$ cat src/reset_led_pkg.sv
// Constants, state codes and timing for the reset push-button and status LED block.
// Assumes a single 25 MHz clock and a system state code driven by on-chip logic.

package reset_led_pkg;

  localparam int          CLK_HZ         = 32'h017D_7840;
  localparam int          MS_PER_S       = 32'h0000_03E8;
  localparam int          MS_CYCLES      = CLK_HZ / MS_PER_S;

  localparam logic [13:0] SHUTDOWN_MS    = 14'h1388;
  localparam logic [13:0] RELOAD_MS      = 14'h2710;
  localparam logic [13:0] POWERUP_MS     = 14'h01F4;
  localparam logic [13:0] FLASH_HALF_MS  = 14'h01F4;
  localparam logic [13:0] FLICKER_MS     = 14'h0064;
  localparam logic [13:0] CARD_LONG_MS   = 14'h09C4;
  localparam logic [13:0] CARD_SHORT_MS  = 14'h00FA;
  localparam logic [13:0] BURST_PULSE_MS = 14'h0064;
  localparam logic [13:0] BURST_PULSES   = 14'h0003;
  localparam logic [13:0] BURST_GAP_MS   = 14'h01F4;
  localparam logic [13:0] BURST_ON_MS    = 14'((BURST_PULSES * 2 - 1) * BURST_PULSE_MS);

  typedef enum logic [3:0] {
    SYS_CARD_WARN   = 4'h0,
    SYS_BOOT        = 4'h1,
    SYS_FW_UPDATE   = 4'h2,
    SYS_BOOT_HALT   = 4'h3,
    SYS_BOOT_DONE   = 4'h4,
    SYS_OS_START    = 4'h5,
    SYS_OS_DONE     = 4'h6,
    SYS_USB_UPDATE  = 4'h7,
    SYS_USB_UNMOUNT = 4'h8,
    SYS_FEAT_START  = 4'h9,
    SYS_LAN_START   = 4'hA,
    SYS_NORMAL      = 4'hB,
    SYS_DOWN        = 4'hC
  } sys_state_t;

  typedef enum logic [1:0] {
    SEL_RESTART  = 2'h0,
    SEL_SHUTDOWN = 2'h1,
    SEL_RELOAD   = 2'h2
  } press_sel_t;

endpackage

$ cat src/blink_gen.sv
// Free-running on/off pattern counted in millisecond ticks.
// Assumes tick_i is a one-cycle pulse once per millisecond on the same clock.
`timescale 1ns/10ps

module blink_gen #(
  parameter logic [13:0] ON_MS  = reset_led_pkg::FLASH_HALF_MS,
  parameter logic [13:0] OFF_MS = reset_led_pkg::FLASH_HALF_MS
) (
  input  wire logic clock_i,
  input  wire logic srst_i,
  input  wire logic tick_i,
  output logic      lit_o
);

  localparam logic [13:0] LAST = 14'(ON_MS + OFF_MS - 14'h0001);

  logic [13:0] cnt_q;
  logic [13:0] cnt_d;

  assign cnt_d = (cnt_q == LAST) ? 14'h0000 : 14'(cnt_q + 14'h0001);
  assign lit_o = (cnt_q < ON_MS);

  always_ff @(posedge clock_i)
  begin
    if (srst_i)
      cnt_q <= 14'h0000;
    else if (tick_i)
      cnt_q <= cnt_d;
  end

endmodule // blink_gen

$ cat src/reset_button_led_status.sv
// Reset push-button timing and two-LED status display.
// Assumes an active-low button pin and a system state code from same-clock logic.
`timescale 1ns/10ps

module reset_button_led_status #(
  parameter int MS_CYCLES = reset_led_pkg::MS_CYCLES
) (
  input  wire logic       clock_i,
  input  wire logic       srst_i,
  input  wire logic       button_n_i,
  input  wire logic [3:0] sys_state_i,
  input  wire logic       update_done_i,
  input  wire logic       app_board_present_i,
  input  wire logic       app_board_linked_i,
  output logic            restart_req_o,
  output logic            shutdown_req_o,
  output logic            reload_req_o,
  output logic            boot_halted_o,
  output logic            led_green_o,
  output logic            led_red_o
);

  // Millisecond tick
  logic [15:0] div_q;
  logic        tick_q;
  wire         div_end = (div_q == 16'(MS_CYCLES - 1));

  always_ff @(posedge clock_i)
  begin
    if (srst_i)
    begin
      div_q  <= 16'h0000;
      tick_q <= 1'b0;
    end
    else
    begin
      div_q  <= div_end ? 16'h0000 : 16'(div_q + 16'h0001);
      tick_q <= div_end;
    end
  end

  // Button synchroniser, then edge detect on the second stage only
  logic btn_meta_q;
  logic btn_sync_q;
  logic held_q;

  always_ff @(posedge clock_i)
  begin
    if (srst_i)
    begin
      btn_meta_q <= 1'b1;
      btn_sync_q <= 1'b1;
      held_q     <= 1'b0;
    end
    else
    begin
      btn_meta_q <= button_n_i;
      btn_sync_q <= btn_meta_q;
      held_q     <= ~btn_sync_q;
    end
  end

  wire held     = ~btn_sync_q;
  wire released = held_q & ~held;

  // Hold duration in ms, saturating at the reload threshold
  logic [13:0] press_ms_q;
  wire         press_sat = (press_ms_q >= reset_led_pkg::RELOAD_MS);

  always_ff @(posedge clock_i)
  begin
    if (srst_i)
      press_ms_q <= 14'h0000;
    else if (!held)
      press_ms_q <= 14'h0000;
    else if (tick_q && !press_sat)
      press_ms_q <= 14'(press_ms_q + 14'h0001);
  end

  // Exact thresholds fall into the longer range
  wire sel_reload   = (press_ms_q >= reset_led_pkg::RELOAD_MS);
  wire sel_shutdown = !sel_reload
                      && (press_ms_q >= reset_led_pkg::SHUTDOWN_MS);
  wire sel_restart  = !sel_reload && !sel_shutdown;

  // Automatic restart after an update finishes
  wire st_update  = (sys_state_i == reset_led_pkg::SYS_FW_UPDATE)
                    || (sys_state_i == reset_led_pkg::SYS_USB_UNMOUNT);
  wire auto_rst   = update_done_i && st_update;

  always_ff @(posedge clock_i)
  begin
    if (srst_i)
    begin
      restart_req_o  <= 1'b0;
      shutdown_req_o <= 1'b0;
      reload_req_o   <= 1'b0;
    end
    else
    begin
      restart_req_o  <= (released && sel_restart) || auto_rst;
      shutdown_req_o <= released && sel_shutdown;
      reload_req_o   <= released && sel_reload;
    end
  end

  // Power-up window
  logic [13:0] pwr_ms_q;
  wire         powerup = (pwr_ms_q < reset_led_pkg::POWERUP_MS);

  always_ff @(posedge clock_i)
  begin
    if (srst_i)
      pwr_ms_q <= 14'h0000;
    else if (tick_q && powerup)
      pwr_ms_q <= 14'(pwr_ms_q + 14'h0001);
  end

  // Pattern sources
  logic flash_1hz;
  logic flicker;
  logic card_green;
  logic burst_win;

  blink_gen #(
    .ON_MS  (reset_led_pkg::FLASH_HALF_MS),
    .OFF_MS (reset_led_pkg::FLASH_HALF_MS)
  ) u_flash (
    .clock_i (clock_i),
    .srst_i  (srst_i),
    .tick_i  (tick_q),
    .lit_o   (flash_1hz)
  );

  blink_gen #(
    .ON_MS  (reset_led_pkg::FLICKER_MS),
    .OFF_MS (reset_led_pkg::FLICKER_MS)
  ) u_flicker (
    .clock_i (clock_i),
    .srst_i  (srst_i),
    .tick_i  (tick_q),
    .lit_o   (flicker)
  );

  blink_gen #(
    .ON_MS  (reset_led_pkg::CARD_LONG_MS),
    .OFF_MS (reset_led_pkg::CARD_SHORT_MS)
  ) u_card (
    .clock_i (clock_i),
    .srst_i  (srst_i),
    .tick_i  (tick_q),
    .lit_o   (card_green)
  );

  // Burst window period is a multiple of the flicker period, so they stay aligned
  blink_gen #(
    .ON_MS  (reset_led_pkg::BURST_ON_MS),
    .OFF_MS (reset_led_pkg::BURST_GAP_MS)
  ) u_burst (
    .clock_i (clock_i),
    .srst_i  (srst_i),
    .tick_i  (tick_q),
    .lit_o   (burst_win)
  );

  wire burst = burst_win & flicker;

  // State to LED pattern
  logic st_green;
  logic st_red;

  always_comb
  begin
    st_green = 1'b0;
    st_red   = 1'b0;
    case (reset_led_pkg::sys_state_t'(sys_state_i))
      reset_led_pkg::SYS_CARD_WARN:
      begin
        st_green = card_green;
        st_red   = ~card_green;
      end
      reset_led_pkg::SYS_BOOT:        st_green = 1'b1;
      reset_led_pkg::SYS_FW_UPDATE:
      begin
        st_green = 1'b1;
        st_red   = flash_1hz;
      end
      reset_led_pkg::SYS_BOOT_HALT:   st_red = 1'b1;
      reset_led_pkg::SYS_BOOT_DONE:   st_green = 1'b0;
      reset_led_pkg::SYS_OS_START:    st_green = 1'b1;
      reset_led_pkg::SYS_OS_DONE:
      begin
        st_green = 1'b1;
        st_red   = 1'b1;
      end
      reset_led_pkg::SYS_USB_UPDATE:
      begin
        st_green = 1'b1;
        st_red   = flash_1hz;
      end
      reset_led_pkg::SYS_USB_UNMOUNT:
      begin
        st_green = 1'b1;
        st_red   = flicker;
      end
      reset_led_pkg::SYS_FEAT_START:
      begin
        st_green = burst;
        st_red   = 1'b1;
      end
      reset_led_pkg::SYS_LAN_START:   st_green = burst;
      reset_led_pkg::SYS_NORMAL:
      begin
        st_green = flash_1hz;
        st_red   = app_board_present_i && !app_board_linked_i && flash_1hz;
      end
      default:
      begin
        st_green = 1'b0;
        st_red   = 1'b0;
      end
    endcase
  end

  // Priority: power-up, then held switch, then system state
  wire green_d = powerup ? 1'b0
               : held    ? flash_1hz
               : st_green;
  wire red_d   = powerup ? 1'b1
               : held    ? (sel_restart | sel_reload)
               : st_red;

  always_ff @(posedge clock_i)
  begin
    if (srst_i)
    begin
      led_green_o   <= 1'b0;
      led_red_o     <= 1'b1;
      boot_halted_o <= 1'b0;
    end
    else
    begin
      led_green_o   <= green_d;
      led_red_o     <= red_d;
      boot_halted_o <= (sys_state_i == reset_led_pkg::SYS_BOOT_HALT);
    end
  end

  wire any_req = restart_req_o | shutdown_req_o | reload_req_o;
  wire quiet   = !powerup && !held;
endmodule // reset_button_led_status

$ cat config.mk
export PLATFORM = sky130hd
export DESIGN_NAME = reset_button_led_status
export DESIGN_NICKNAME = d
export VERILOG_FILES = /design/src/reset_led_pkg.sv /design/src/blink_gen.sv /design/src/reset_button_led_status.sv
export SDC_FILE = /design/constraint.sdc
export NUM_CORES = 1
export LEC_CHECK = 0
export ABC_AREA = 1
export BUFFER_PORTS_ARGS = -buffer_cell sky130_fd_sc_hd__buf_2
export CAP_MARGIN = 20
export CORE_ASPECT_RATIO = 0.9
export CORE_MARGIN = 2
export CORE_UTILIZATION = 50
export DETAILED_ROUTE_END_ITERATION = 8
export PLACE_DENSITY = 0.7
export SLEW_MARGIN = 20
export SYNTH_ARGS = -nofsm -noshare
export SYNTH_HDL_FRONTEND = slang
export SYNTH_SLANG_ARGS = --single-unit
$ cat constraint.sdc
create_clock -name clock_i -period 2.16 [get_ports clock_i]
set_input_delay 0.216 -clock clock_i [delete_from_list [all_inputs] [get_ports clock_i]]
set_output_delay 0.216 -clock clock_i [all_outputs]
set_load 0.02 [all_outputs]
Word level (Yosys, flattened, before mapping)
Index checks and enable logic that the tools add are counted.
- output and inout bits: 6
- input bits: 10
- register bits: 110
- reduce and logical (&&, ||, !) cells: 23
- add/sub/neg operators: 7
- multiplexer cells: 8
- order comparisons: 7
- equality and inequality tests: 15
- bitwise gates (word level): 5
- operators with widths (kind ; number):
    adder 14 x 1 -> 14 bit, second input constant ; 6
    2-to-1 mux 14 bit ; 4
    < comparator 14 x 9 -> 1 bit, second input constant ; 3
    == test 14 x 10 -> 1 bit, second input constant ; 2
    adder 16 x 1 -> 16 bit, second input constant ; 1
    == test 16 x 15 -> 1 bit, second input constant ; 1
    == test 4 bit, second input constant ; 4
    == test 14 x 12 -> 1 bit, second input constant ; 1
    == test 14 x 8 -> 1 bit, second input constant ; 1
    >= comparator 14 x 13 -> 1 bit, second input constant ; 1
    >= comparator 14 bit, second input constant ; 1
    < comparator 14 x 12 -> 1 bit, second input constant ; 1
    < comparator 14 x 7 -> 1 bit, second input constant ; 1
    == test 4 x 3 -> 1 bit, second input constant ; 3
    logical AND 1 bit ; 10
    OR reduction 2 bit ; 5
    == test 4 x 2 -> 1 bit, second input constant ; 2
    OR reduction 6 bit ; 1
    one-hot mux 1 bit (5 select lines) ; 1
    == test 4 x 1 -> 1 bit, second input constant ; 1
    logical NOT 4 bit ; 1
    one-hot mux 1 bit (4 select lines) ; 1
    logical NOT 1 bit ; 3
    OR reduction 3 bit ; 1
    other kinds (5) ; 9

Longest topological paths before layout
- word-level depth: 7
- gate-level depth with buffers: 11
- mapped depth without buffers: 10

By module
From an unflattened synthesis, not the netlist that was laid out.
- cell total of the unflattened synthesis: 865
- area total of the unflattened synthesis: 5758.0 um2
- modules (own cells, without submodules) (module ; area each (um2) ; sequential area each (um2) ; cells an instance ; times used):
    reset_button_led_status ; 2681.3 ; 1081.0 ; 402 ; 1
    blink_gen at u_burst ... ; 726.9 ; 280.3 ; 111 ; 2
    blink_gen at u_card ; 843.3 ; 280.3 ; 128 ; 1
    blink_gen at u_flicker ; 779.5 ; 280.3 ; 113 ; 1

Least setup slack after synthesis
No wires, ideal clock.
- path kind: reg2reg
- start: reg u_burst.cnt_q[0]
- end: reg u_burst.cnt_q[5]
- data required time: 2.044 ns
- arrival: 1.245 ns
- slack: 0.800 ns
- stages on the path, launching flop included: 6
- cells stage by stage: dfxtp_1 -> ha_1 -> nand2_1 -> nor4_1 -> a21oi_1 -> and3_1
- longest elaborated chain between the ends: 2
- ends and longest elaborated chain (element ; line ; source):
    start: declaration ; blink_gen.sv:17 ; logic [13:0] cnt_q;
    start signal: assignment ; blink_gen.sv:28 ; cnt_q <= cnt_d;
    adder 14 x 1 -> 14 bit or == test 14 x 10 -> 1 bit (tied branches) ; blink_gen.sv:20 ; assign cnt_d = (cnt_q == LAST) ? 14'h0000 : 14'(cnt_q + 14'h0001);
    2-to-1 mux 14 bit * ; blink_gen.sv:20 ;
Mark *: on every way between the ends. The rest lies on a longest branch, timed or not.
A chain may end at the register's enable or synchronous reset.

==> run metrics <==
syn_nets=850; synthesized area per cell=6.80 um2; post-CTS setup buffer count=0; reg2reg end=u_card.cnt_q[12]; Area after DPL=about 5900 um2; Tightest Hold Check Type=primary input to register; part of the cycle the worst path needs=between 70% and 80%; combinational power share=between 2 and 3%; final setup fails=0; critical path's largest stage delay=between 500 and 600 ps; Final Hold Fails=0; via count=~5,100; grt total ovfl=0; Starting Density=51.6%; Async S/R FF share, synth=0%; P&R area growth vs syn=8.65%; crit path time final=between 1500 and 2000 ps; DIE AREA=approximately 12,000 um2; I/O pin cnt=16; Synth Flop Type=dfxtp_1; GPL Wtd Cong=0.917; Final Cell Area=a little over 6000 um2; Critical Path, Cell by Cell=buf_4 -> nand2_1 -> nor3_2 -> nand2_1 -> nor2_2 -> nand2_1 -> nand2_1 -> nand2_1 -> nor2_1; CP bufs+invs=1; hold endpoint=btn_meta_q; CTS tree=built; slew margin rel.=72.1%; leakage=between 2 and 2.5 nW; Seq/Total Area, Yosys=about two fifths; total CTS buffers=9; clock network fraction of total power=43.5%; Die Wd=116 um; Post-Synthesis Cells=about 830; H-tree levels=3; fin worst setup slack=438 ps; CP top delay family=simple AND/OR/NAND/NOR gates; worst path arrival time=2020 ps; crit end category=register; Clock Skew=roughly 10 ps; clock sink count=110; RSZ-0062 raised after global routing=false; Max IR drop VDD=around 500 uV; critical path class=register to register; number of max-cap violations=0; WL/cell=around 12 um; Net Sw Frac=a little under a quarter; core area=roughly 11,000 um2; outcome=finished clean; pin count of the biggest net entering global routing=28; layout cells sized above 1=about 8.2%; DR vias/cell=slightly above 5; Die Ht=105 um; vias in the first global route=4,667; Final Net Count=just under 900; critical path's slowest cell=dfxtp_1; crit-path most repeated cell=nand2_1; post-synthesis cell area=5650 um2; Worst Hold Depth=2; first-pass GRT wire length=a little over 20 mm; initial antenna violation count=0; FMAX=~0.58 GHz; Worst Hold Slack=roughly 35 ps; gr usage total=around 20%; register bit total from synthesis=110; Int Pwr=2.91 mW; post_cts resized=0; Port Buf Inserts=15; Clock Path Buffers=2; Clk pin slew, worst setup/hold paths=80 ps; Hold-fix buffers, CTS=0; number of DRC markers in iteration 0=~260; Synth cell types=39; drt pass-1 iters=5; setup tns final=0 ps; dpl ws=466 ps; PwrDens=~620 nW/um2; Syn. warnings=0; Flop pwr share=a little over half; Final Max Slew Viols=0; HPWL Detailed=roughly 8.6 mm; reg2reg setup slack=~440 ps; Root Buffer=clkbuf_16; reg2reg path depth=9; DRC=0; reg2reg start=tick_q; worst skew pair latency=about 360 ps; # diodes=0; net switching power=approximately 870 uW; Slew @ Worst Pin=between 400 and 500 ps; WP data required=2460 ps; routed wire length=between 10 and 15 mm; Startpoint Class=register; ANT nets after route=0; biggest fanout along the worst timing path=13; worst hold start=button_n_i; row cnt=36; number of flops mapped to enable cells by yosys=0
[synthesized netlist by cell type (5+ instances only)]
library cell  count  share of area, %
nand2_1         195                13
nor3_2            6               1.1
xor2_1           20               3.1
nand3_1          52               4.6
nand4_1          18               2.0
nor2_1          141               9.4
xnor2_1           9               1.4
nor2_2            6              0.66
buf_4             5              0.66
inv_2             6              0.40
nor3_1           31               2.7
dfxtp_1         110                39
ha_1              9               2.0
inv_1           100               6.6
a21oi_1          55               4.9
o21ai_0          14               1.2
[layout by cell type (no fill, tap or decap), drive strengths merged, types with 4 or more instances in the layout]
master  netlist  final
nand2       201    201
nor2        150    150
inv         107    112
dfxtp       110    110
a21oi        55     55
nand3        54     54
nor3         39     39
xor2         20     20
buf          13     19
nand4        18     18
o21ai        14     14
clkbuf        1     11
xnor2         9      9
ha            9      9
or2           8      8
o21bai        4      4
[routing by layer]
metal | wire length [um] | GRT usage [%] | vias to the layer above
met4 | 178 | 6.89 | 0
met1 | 5600 | 25.9 | 2323
li1 | - | - | 2677
met5 | 0 | 0 | -
met2 | 5420 | 33.2 | 75
met3 | 367 | 4.99 | 17
[area by class of cell]
type	count	area, um2
fill	1069	4800
timing repair buffer	19	105
tap	152	190
clock buffer	11	243
clock inverter	5	48.8
sequential	110	2200
multi-input combinational	600	2950
inverter	107	404
[power groups by stage]
stage | clock (mW) | sequential (mW) | combinational, mW
2_1_floorplan | 0 | 2.09 | 0.0647
3_3_place_gp | 0 | 2.09 | 0.0941
3_5_place_dp | 0 | 2.09 | 0.0977
4_1_cts | 1.69 | 2.04 | 0.0982
5_1_grt | 1.77 | 2.04 | 0.110
6_report | 1.65 | 2.04 | 0.0973
[cells by family (layout without fill, tap and decap cells)]
group	count (synthesis)	count (layout)	share of synthesized area, %
flops	110	110	39.0
buf+inv	121	142	8.88
fa+ha+maj	9	9	1.99
compound gates	83	83	7.97
simple gates	479	479	37.7
xor+xnor	29	29	4.49
[flip-flops by register name, indices dropped and copies added, names as in the netlist]
name             count
boot_halted_o        1
btn_meta_q           1
btn_sync_q           1
div_q               16
held_q               1
led_green_o          1
led_red_o            1
press_ms_q          14
pwr_ms_q            14
reload_req_o         1
restart_req_o        1
shutdown_req_o       1
tick_q               1
u_burst.cnt_q       14
u_card.cnt_q        14
u_flash.cnt_q       14
u_flicker.cnt_q     14
[per-stage QoR]
stage,utilization [%],power [mW],instances
floorplan,-,2.15,831
global placement,53.5,2.18,988
detailed placement,53.5,2.18,988
CTS,56.1,3.82,1004
global route,56.1,3.92,1004
finish,56.1,3.78,1004
[worst max-delay path by stage]
stage                                 from          endpoint  slack [ps]  cells after the start
after global placement              tick_q  u_burst.cnt_q[5]         540                      4
after global routing                tick_q  u_card.cnt_q[12]         250                      9
after CTS                           tick_q  u_card.cnt_q[12]         440                      9
after detailed placement            tick_q  u_burst.cnt_q[5]         470                      4
final                               tick_q  u_card.cnt_q[12]         440                      9
after floorplan           u_burst.cnt_q[0]  u_burst.cnt_q[5]         800                      5
Note: power is estimated with default switching activity, not from simulation.
